[src/verilog/mpwp_defines.svh]
`ifndef MPWP_DEFINES_SVH
`define MPWP_DEFINES_SVH
// =====================================================
// Register byte offsets
`define MPWP_OFS_KEY 8'h00
`define MPWP_OFS_EMG_CTRL 8'h04
`define MPWP_OFS_EMG_STAT 8'h08
`define MPWP_OFS_OVV_CTRL 8'h0c
`define MPWP_OFS_OVV_STAT 8'h10
// =====================================================
// Field positions
`define MPWP_CTRL_EN 0
`define MPWP_CTRL_RS 1
`define MPWP_CTRL_MD_LO 3
`define MPWP_CTRL_MD_HI 4
`define MPWP_CTRL_HALT 5
`define MPWP_CTRL_CNT_LO 8
`define MPWP_CTRL_CNT_HI 11
`define MPWP_STAT_ST 0
`define MPWP_STAT_LVL 1
// =====================================================
// Reset values and codes
`define MPWP_RST_EMG_EN 1'b1
`define MPWP_RST_HALT 1'b1
`define MPWP_RST_EMG_MD 2'h3
`define MPWP_RST_OVV_MD 2'h0
`define MPWP_KEY_FIRST 8'h5a
`define MPWP_KEY_SECOND 8'ha5
`define MPWP_FILT_SHIFT 4
`define MPWP_RESP_OKAY 2'h0
`define MPWP_RESP_SLVERR 2'h2
`endif

[src/verilog/mpwp_pkg.sv]
package mpwp_pkg;
   typedef enum logic [1:0] {KEY_IDLE, KEY_ONE, KEY_ARMED} mpwp_key_t;

   // Forced phase mode plus port high-Z requests
   typedef struct packed {
      logic [1:0] mode;
      logic hiz_upper;
      logic hiz_lower;
   } mpwp_drive_t;

   typedef struct packed {
      logic awready;
      logic wready;
      logic bvalid;
      logic [1:0] bresp;
      logic arready;
      logic rvalid;
      logic [1:0] rresp;
      logic [31:0] rdata;
      logic aw_full;
      logic w_full;
      logic [7:0] waddr;
      logic [31:0] wdata;
      logic [3:0] wstrb;
      logic [1:0] emg_sync;
      logic [1:0] ovv_sync;
      logic [1:0] brk_sync;
      logic emg_filt;
      logic ovv_filt;
      logic [7:0] emg_cnt;
      logic [7:0] ovv_cnt;
      mpwp_key_t key;
      logic [3:0] emg_time;
      logic halt_en;
      logic [1:0] emg_mode;
      logic emg_en;
      logic [3:0] ovv_time;
      logic [1:0] ovv_mode;
      logic ovv_auto;
      logic ovv_en;
      logic emg_state;
      logic ovv_state;
      logic emg_irq;
      logic ovv_irq;
      logic pwm_stop;
      mpwp_drive_t drive;
   } mpwp_state_t;
endpackage

[src/verilog/mpwp_protect.sv]
`timescale 1ns/10ps
`include "mpwp_defines.svh"

module mpwp_protect
   import mpwp_pkg::*;
(
   // Clock and reset
   input wire logic aclk,
   input wire logic aresetn,
   // AXI4-Lite write
   input wire logic awvalid,
   output logic awready,
   input wire logic [7:0] awaddr,
   input wire logic wvalid,
   output logic wready,
   input wire logic [31:0] wdata,
   input wire logic [3:0] wstrb,
   output logic bvalid,
   input wire logic bready,
   output logic [1:0] bresp,
   // AXI4-Lite read
   input wire logic arvalid,
   output logic arready,
   input wire logic [7:0] araddr,
   output logic rvalid,
   input wire logic rready,
   output logic [31:0] rdata,
   output logic [1:0] rresp,
   // Pins; detect lines active low, tool stop active high
   input wire logic emergency_stop_input,
   input wire logic overvoltage_input,
   input wire logic tool_stop,
   // PWM unit side
   input wire logic [15:0] pwm_counter,
   input wire logic [15:0] pwm_period_value,
   input wire logic half_period_mode,
   input wire logic output_ctrl_idle,
   // Protection outputs
   output mpwp_drive_t phase_drive,
   output logic pwm_stop,
   output logic emergency_irq,
   output logic overvoltage_irq,
   output logic emergency_protect_state,
   output logic overvoltage_protect_state
);

   mpwp_state_t s;
   mpwp_state_t next_s;

   // =====================================================
   // Helpers
   // Returns {level, count}; mismatch must persist for limit clocks
   function automatic logic [8:0] filt_step(logic lvl, logic raw,
         logic [7:0] cnt, logic [3:0] tim, logic bypass);
      logic [7:0] limit;
      limit = {tim, 4'h0};
      if (bypass) begin
         filt_step = {raw, 8'h00};
      end else if (raw == lvl) begin
         filt_step = {lvl, 8'h00};
      end else if (cnt + 8'h01 >= limit) begin
         filt_step = {raw, 8'h00};
      end else begin
         filt_step = {lvl, cnt + 8'h01};
      end
   endfunction

   function automatic logic [31:0] ctrl_word(logic [3:0] tim,
         logic [1:0] md, logic rs_auto, logic en, logic halt);
      ctrl_word = 32'h0;
      ctrl_word[`MPWP_CTRL_CNT_HI:`MPWP_CTRL_CNT_LO] = tim;
      ctrl_word[`MPWP_CTRL_MD_HI:`MPWP_CTRL_MD_LO] = md;
      ctrl_word[`MPWP_CTRL_HALT] = halt;
      ctrl_word[`MPWP_CTRL_RS] = rs_auto;
      ctrl_word[`MPWP_CTRL_EN] = en;
   endfunction

   function automatic logic [31:0] stat_word(logic lvl, logic st);
      stat_word = 32'h0;
      stat_word[`MPWP_STAT_LVL] = lvl;
      stat_word[`MPWP_STAT_ST] = st;
   endfunction

   // =====================================================
   // Next state
   always_comb begin
      logic wr_go;
      logic [31:0] d;
      logic emg_fall;
      logic ovv_fall;
      logic emg_release;
      logic period_point;
      wr_go = 1'b0;
      d = 32'h0;
      emg_fall = 1'b0;
      ovv_fall = 1'b0;
      emg_release = 1'b0;
      period_point = 1'b0;
      next_s = s;
      next_s.emg_irq = 1'b0;
      next_s.ovv_irq = 1'b0;

      // Bus capture; address and data may arrive in either order
      if (awvalid && s.awready) begin
         next_s.aw_full = 1'b1;
         next_s.waddr = awaddr;
      end
      if (wvalid && s.wready) begin
         next_s.w_full = 1'b1;
         next_s.wdata = wdata;
         next_s.wstrb = wstrb;
      end
      if (s.bvalid && bready) begin
         next_s.bvalid = 1'b0;
      end
      wr_go = s.aw_full && s.w_full && !s.bvalid;
      d = s.wdata;

      // Synchronisers, first stage read only by the second
      next_s.emg_sync = {s.emg_sync[0], emergency_stop_input};
      next_s.ovv_sync = {s.ovv_sync[0], overvoltage_input};
      next_s.brk_sync = {s.brk_sync[0], tool_stop};

      {next_s.emg_filt, next_s.emg_cnt} = filt_step(s.emg_filt,
         s.emg_sync[1], s.emg_cnt, s.emg_time,
         s.emg_time == 4'h0);
      // Overvoltage count of zero behaves as one
      {next_s.ovv_filt, next_s.ovv_cnt} = filt_step(s.ovv_filt,
         s.ovv_sync[1], s.ovv_cnt,
         (s.ovv_time == 4'h0) ? 4'h1 : s.ovv_time, 1'b0);
      emg_fall = s.emg_filt && !next_s.emg_filt;
      ovv_fall = s.ovv_filt && !next_s.ovv_filt;

      // Register writes
      if (wr_go) begin
         next_s.aw_full = 1'b0;
         next_s.w_full = 1'b0;
         next_s.bvalid = 1'b1;
         next_s.bresp = `MPWP_RESP_OKAY;
         next_s.key = KEY_IDLE;
         unique case (s.waddr)
            `MPWP_OFS_KEY: begin
               if (s.wstrb[0] && d[7:0] == `MPWP_KEY_FIRST) begin
                  next_s.key = KEY_ONE;
               end else if (s.wstrb[0] && s.key == KEY_ONE &&
                     d[7:0] == `MPWP_KEY_SECOND) begin
                  next_s.key = KEY_ARMED;
               end
            end
            `MPWP_OFS_EMG_CTRL: begin
               if (s.wstrb[1]) begin
                  next_s.emg_time =
                     d[`MPWP_CTRL_CNT_HI:`MPWP_CTRL_CNT_LO];
               end
               if (s.wstrb[0]) begin
                  next_s.halt_en = d[`MPWP_CTRL_HALT];
                  next_s.emg_mode =
                     d[`MPWP_CTRL_MD_HI:`MPWP_CTRL_MD_LO];
                  // Release needs outputs idle and input high
                  emg_release = d[`MPWP_CTRL_RS] && output_ctrl_idle &&
                     s.emg_sync[1];
                  if (d[`MPWP_CTRL_EN]) begin
                     next_s.emg_en = 1'b1;
                  end else if (s.key == KEY_ARMED) begin
                     next_s.emg_en = 1'b0;
                  end
               end
            end
            `MPWP_OFS_OVV_CTRL: begin
               if (s.wstrb[1]) begin
                  next_s.ovv_time =
                     d[`MPWP_CTRL_CNT_HI:`MPWP_CTRL_CNT_LO];
               end
               if (s.wstrb[0]) begin
                  next_s.ovv_mode =
                     d[`MPWP_CTRL_MD_HI:`MPWP_CTRL_MD_LO];
                  next_s.ovv_auto = d[`MPWP_CTRL_RS];
                  if (d[`MPWP_CTRL_EN]) begin
                     next_s.ovv_en = 1'b1;
                  end else if (s.key == KEY_ARMED) begin
                     next_s.ovv_en = 1'b0;
                  end
               end
            end
            `MPWP_OFS_EMG_STAT, `MPWP_OFS_OVV_STAT: begin
            end
            default: begin
               next_s.bresp = `MPWP_RESP_SLVERR;
            end
         endcase
      end
      next_s.awready = !next_s.aw_full && !next_s.bvalid;
      next_s.wready = !next_s.w_full && !next_s.bvalid;

      // Reads answered one cycle after the address is taken
      if (s.rvalid && rready) begin
         next_s.rvalid = 1'b0;
      end
      if (arvalid && s.arready) begin
         next_s.rvalid = 1'b1;
         next_s.rresp = `MPWP_RESP_OKAY;
         unique case (araddr)
            `MPWP_OFS_KEY: next_s.rdata = 32'h0;
            `MPWP_OFS_EMG_CTRL: next_s.rdata = ctrl_word(s.emg_time,
               s.emg_mode, 1'b0, s.emg_en, s.halt_en);
            `MPWP_OFS_EMG_STAT: next_s.rdata = stat_word(s.emg_sync[1],
               s.emg_state);
            `MPWP_OFS_OVV_CTRL: next_s.rdata = ctrl_word(s.ovv_time,
               s.ovv_mode, s.ovv_auto, s.ovv_en, 1'b0);
            `MPWP_OFS_OVV_STAT: next_s.rdata = stat_word(s.ovv_sync[1],
               s.ovv_state);
            default: begin
               next_s.rdata = 32'h0;
               next_s.rresp = `MPWP_RESP_SLVERR;
            end
         endcase
      end
      next_s.arready = !next_s.rvalid;

      // Emergency path; a new fall beats a same-cycle release
      if (!next_s.emg_en || emg_release) begin
         next_s.emg_state = 1'b0;
      end
      if (s.emg_en && emg_fall) begin
         next_s.emg_state = 1'b1;
         next_s.emg_irq = 1'b1;
      end

      // Overvoltage path
      period_point = (pwm_counter == pwm_period_value) ||
         (half_period_mode && pwm_counter == 16'h0001);
      if (!next_s.ovv_en) begin
         next_s.ovv_state = 1'b0;
      end else if (s.ovv_auto && s.ovv_filt && period_point) begin
         next_s.ovv_state = 1'b0;
      end
      if (s.ovv_en && ovv_fall) begin
         next_s.ovv_state = 1'b1;
         next_s.ovv_irq = 1'b1;
      end

      next_s.pwm_stop = s.brk_sync[1] && s.halt_en;

      // Emergency mode has priority over overvoltage mode
      next_s.drive = '0;
      if (next_s.emg_state) begin
         next_s.drive.mode = next_s.emg_mode;
         next_s.drive.hiz_upper = next_s.emg_mode != 2'h1;
         next_s.drive.hiz_lower = next_s.emg_mode != 2'h2;
      end else if (next_s.ovv_state) begin
         next_s.drive.mode = next_s.ovv_mode;
      end
   end

   // =====================================================
   // State register
   always_ff @(posedge aclk) begin
      if (!aresetn) begin
         s <= '0;
         s.emg_sync <= 2'h3;
         s.ovv_sync <= 2'h3;
         s.emg_filt <= 1'b1;
         s.ovv_filt <= 1'b1;
         s.key <= KEY_IDLE;
         s.halt_en <= `MPWP_RST_HALT;
         s.emg_mode <= `MPWP_RST_EMG_MD;
         s.emg_en <= `MPWP_RST_EMG_EN;
         s.ovv_mode <= `MPWP_RST_OVV_MD;
      end else begin
         s <= next_s;
      end
   end

   assign awready = s.awready;
   assign wready = s.wready;
   assign bvalid = s.bvalid;
   assign bresp = s.bresp;
   assign arready = s.arready;
   assign rvalid = s.rvalid;
   assign rdata = s.rdata;
   assign rresp = s.rresp;
   assign phase_drive = s.drive;
   assign pwm_stop = s.pwm_stop;
   assign emergency_irq = s.emg_irq;
   assign overvoltage_irq = s.ovv_irq;
   assign emergency_protect_state = s.emg_state;
   assign overvoltage_protect_state = s.ovv_state;
endmodule // mpwp_protect

[config.mk]
export PLATFORM = sky130hd
export DESIGN_NAME = mpwp_protect
export DESIGN_NICKNAME = d
export VERILOG_FILES = /design/src/verilog/mpwp_pkg.sv /design/src/verilog/mpwp_protect.sv
export VERILOG_INCLUDE_DIRS = /design/src /design/src/verilog
export SDC_FILE = /design/constraint.sdc
export NUM_CORES = 1
export LEC_CHECK = 0
export BUFFER_PORTS_ARGS = -buffer_cell sky130_fd_sc_hd__buf_2
export CAP_MARGIN = 20
export CORE_UTILIZATION = 40
export DETAILED_ROUTE_END_ITERATION = 7
export PLACE_DENSITY = 0.66
export SETUP_SLACK_MARGIN = 0.15
export SLEW_MARGIN = 0
export SYNTH_ARGS = -nofsm -noshare
export SYNTH_HDL_FRONTEND = slang
export SYNTH_SLANG_ARGS = --single-unit
export TNS_END_PERCENT = 20
[constraint.sdc]
create_clock -name aclk -period 2.45 [get_ports aclk]
set_input_delay 0.245 -clock aclk [delete_from_list [all_inputs] [get_ports aclk]]
set_output_delay 0.245 -clock aclk [all_outputs]
set_load 0.03 [all_outputs]
==> flow_summary.json <==
{
  "pre_cts_ws_ns": 0.00623,
  "avgSynthCellArea_um2": 8.80,
  "wl_met1_mm": 4.49,
  "ys_ff_latch": 91,
  "stdcell_count": 720,
  "maxCapViolCount": 0,
  "track_usage_pct": 17.3,
  "worstSkewPairLatency_ns": 0.36,
  "period_minus_slack_ns": 2.26,
  "vias": 3497,
  "areaGrowthSynthToFinish_pct": 17.8,
  "io_pins": 146,
  "dieArea_um2": 11300,
  "overflow": 0,
  "crit_slowest_cell": "o32ai_4",
  "die_h_um": 106,
  "wl_mm": 9.37,
  "synth_enable_flop_cells": 0,
  "wl_met3_um": 478,
  "core_um2": 10400,
  "worstPathMaxFanout": 5,
  "first_global_vias": 3341,
  "diodes": 0,
  "cellPowerDensity_nw_per_um2": 548,
  "crit_required_ns": 2.74,
  "final_nets": 685,
  "place_hpwl_mm": 7.11,
  "crit_path_max_incr_delay_ns": 0.37,
  "comb_power_share_pct": 11.4,
  "cts-buffers-inserted": 9,
  "worst_hold_path.num_cells": 2,
  "cts_root_buf": "clkbuf_8",
  "worstPathArrival_ns": 2.56,
  "io_buffers": 98,
  "relSlewSlack_pct": 62.2,
  "leakagePower_nw": 2.19,
  "drt_iter0_markers": 103,
  "clockPowerShare_pct": 33.1,
  "drive_gt1_share_pct": 28.8,
  "cts_tree": "yes",
  "place.gp.congestion": 0.858,
  "grt_max_degree": 52,
  "run_status": "completed",
  "synth.cell_area_um2": 4340,
  "rsz0062_at_grt": "true",
  "dr_wl_met2_mm": 4.31,
  "hold_viol_final": 0,
  "worst_slack_ns": 0.187,
  "cts.sinks": 91,
  "path_depth": 12,
  "synth_flop_cell": "dfxtp_1",
  "skew_ns": 0.00830,
  "synthCells": 493,
  "reg2reg_depth": 12,
  "path_cells": "and3_4 > nand3_4 > nor2_4 > xor2_2 > ha_1 > nand2_2 > a21oi_2 > a211oi_2 > buf_4 > o32ai_4 > nand2_2 > a21oi_1",
  "antenna_found_initial": 0,
  "h-tree-depth": 3,
  "wl_per_cell_um": 13.0,
  "worst-path-buf-inv": 1,
  "p_switching_uw": 762,
  "setup_viol": 0,
  "ir_drop_mv": 0.298,
  "synthDistinctLibCells": 60,
  "dp_cells": 703,
  "cp-end-kind": "flip-flop",
  "crit_family": "compound AO/OA/AOI/OAI gates",
  "drt_pass1_iterations": 4,
  "grt_first_pass_wirelength_mm": 15.5,
  "switching_share_pct": 27.2,
  "yosysWarningCount": 0,
  "final_cell_mix": "buf_2 (98), dfxtp_1 (87), nand2_1 (67)",
  "route.detailed.drc": 0,
  "critPathLaunchType": "flip-flop",
  "clk_pin_slew_ns": 0.08,
  "detail_route.vias_per_cell": 4.86,
  "critPathKind": "reg2reg",
  "ant_nets": 0,
  "intPower_mw": 2.04,
  "tns_ns": 0,
  "start_util_pct": 41.6,
  "timing.fmax_ghz": 0.442,
  "path_common_cell": "nand2_2",
  "fp.dieW_um": 106,
  "slew_viol_final": 0,
  "hold_ws_ns": 0.0692,
  "clock_path_buffers": 2,
  "ys_async_sr_fraction_pct": 0,
  "top_layer": "met4",
  "mostFrequentLayoutCell": "buf_2",
  "seq_power_share_pct": 55.5,
  "seq_area_frac_synth_pct": 42.0,
  "fin_crit_sh_pct": 92.3,
  "row_count": 37,
  "max_slew.worst_pin.slew_ns": 0.567,
  "hold_path.class": "in2reg"
}
==> cells by family (layout without fill, tap and decap cells) <==
group	after synthesis	in the layout	share of synthesized area [%]
other cells	1	25	0.0864
flops	91	91	42.0
mux	23	23	5.36
compound gates	69	69	10.6
simple gates	199	199	23.2
xor+xnor	30	30	6.06
buf+inv	70	137	9.75
fa+ha+maj	10	10	2.88
==> routing by layer <==
layer	global-route usage, %	vias to the layer above
li1	-	1784
met4	5.85	0
met1	22.3	1611
met3	3.80	9
met5	0	-
met2	28.6	93
==> metrics by stage <==
stage	instance area [um2]	util, %	total power [mW]
floorplan	4430	-	1.82
global placement	4770	45.8	1.89
detailed placement	4770	45.8	1.90
CTS	4990	47.9	2.83
global route	5110	49.0	2.92
finish	5110	49.0	2.80
==> area by class of cell <==
type	instances	area (um2)
Sequential cell	91	1830
Timing Repair Buffer	105	543
Tap cell	136	170
Fill cell	996	5310
Inverter	16	61.3
Clock buffer	11	141
Clock inverter	5	36.3
Multi-Input combinational cell	356	2330
==> registers in the layout, summed over array words and instances (netlist names), 3 cells and up <==
register / count
next_s: 3
phase_drive: 4
s: 63
rdata: 9
==> power by group through the flow <==
| stage | sequential, mW | clock, mW | combinational (mW) |
|---|---|---|---|
| floorplan | 1.59 | 0 | 0.233 |
| global placement | 1.58 | 0 | 0.311 |
| detailed placement | 1.59 | 0 | 0.315 |
| CTS | 1.55 | 0.959 | 0.319 |
| global route | 1.56 | 1.01 | 0.350 |
| finish | 1.55 | 0.927 | 0.319 |
==> synthesized netlist by cell type (all sizes together) (5+ instances only) <==
library cell / instances / area (um2)
nand4: 9 / 56.3
nor2: 49 / 184
ha: 10 / 125
and2: 5 / 32.5
inv: 14 / 52.6
nand2: 69 / 259
mux2i: 21 / 210
nor2b: 9 / 56.3
dfxtp: 91 / 1820
and3: 5 / 32.5
clkbuf: 11 / 42.5
a21oi: 41 / 209
nor4: 6 / 52.6
nor4b: 6 / 67.6
buf: 43 / 319
o21ai: 7 / 38.8
xor2: 9 / 78.8
xnor2: 21 / 184
nand3: 20 / 113
nand2b: 8 / 50.1
==> path summary, 6_finish.rpt <==
check                                           from        endpoint  slack (ns)
worst max register to register                 s[35]  phase_drive[1]        0.19
worst max-delay path                           s[35]  phase_drive[1]        0.19
worst min register to register            next_s[50]           s[50]        0.41
worst min-delay path            emergency_stop_input      next_s[50]        0.07
==> repair_timing <==
item / CTS / global route
resized for setup: 6 / 27
endpoints found under the setup margin: 21 / 25
pin swaps: 5 / 17
hold buffers: 0 / 0
buffers inserted: 1 / 0
Power figures use the tool's default switching activity.
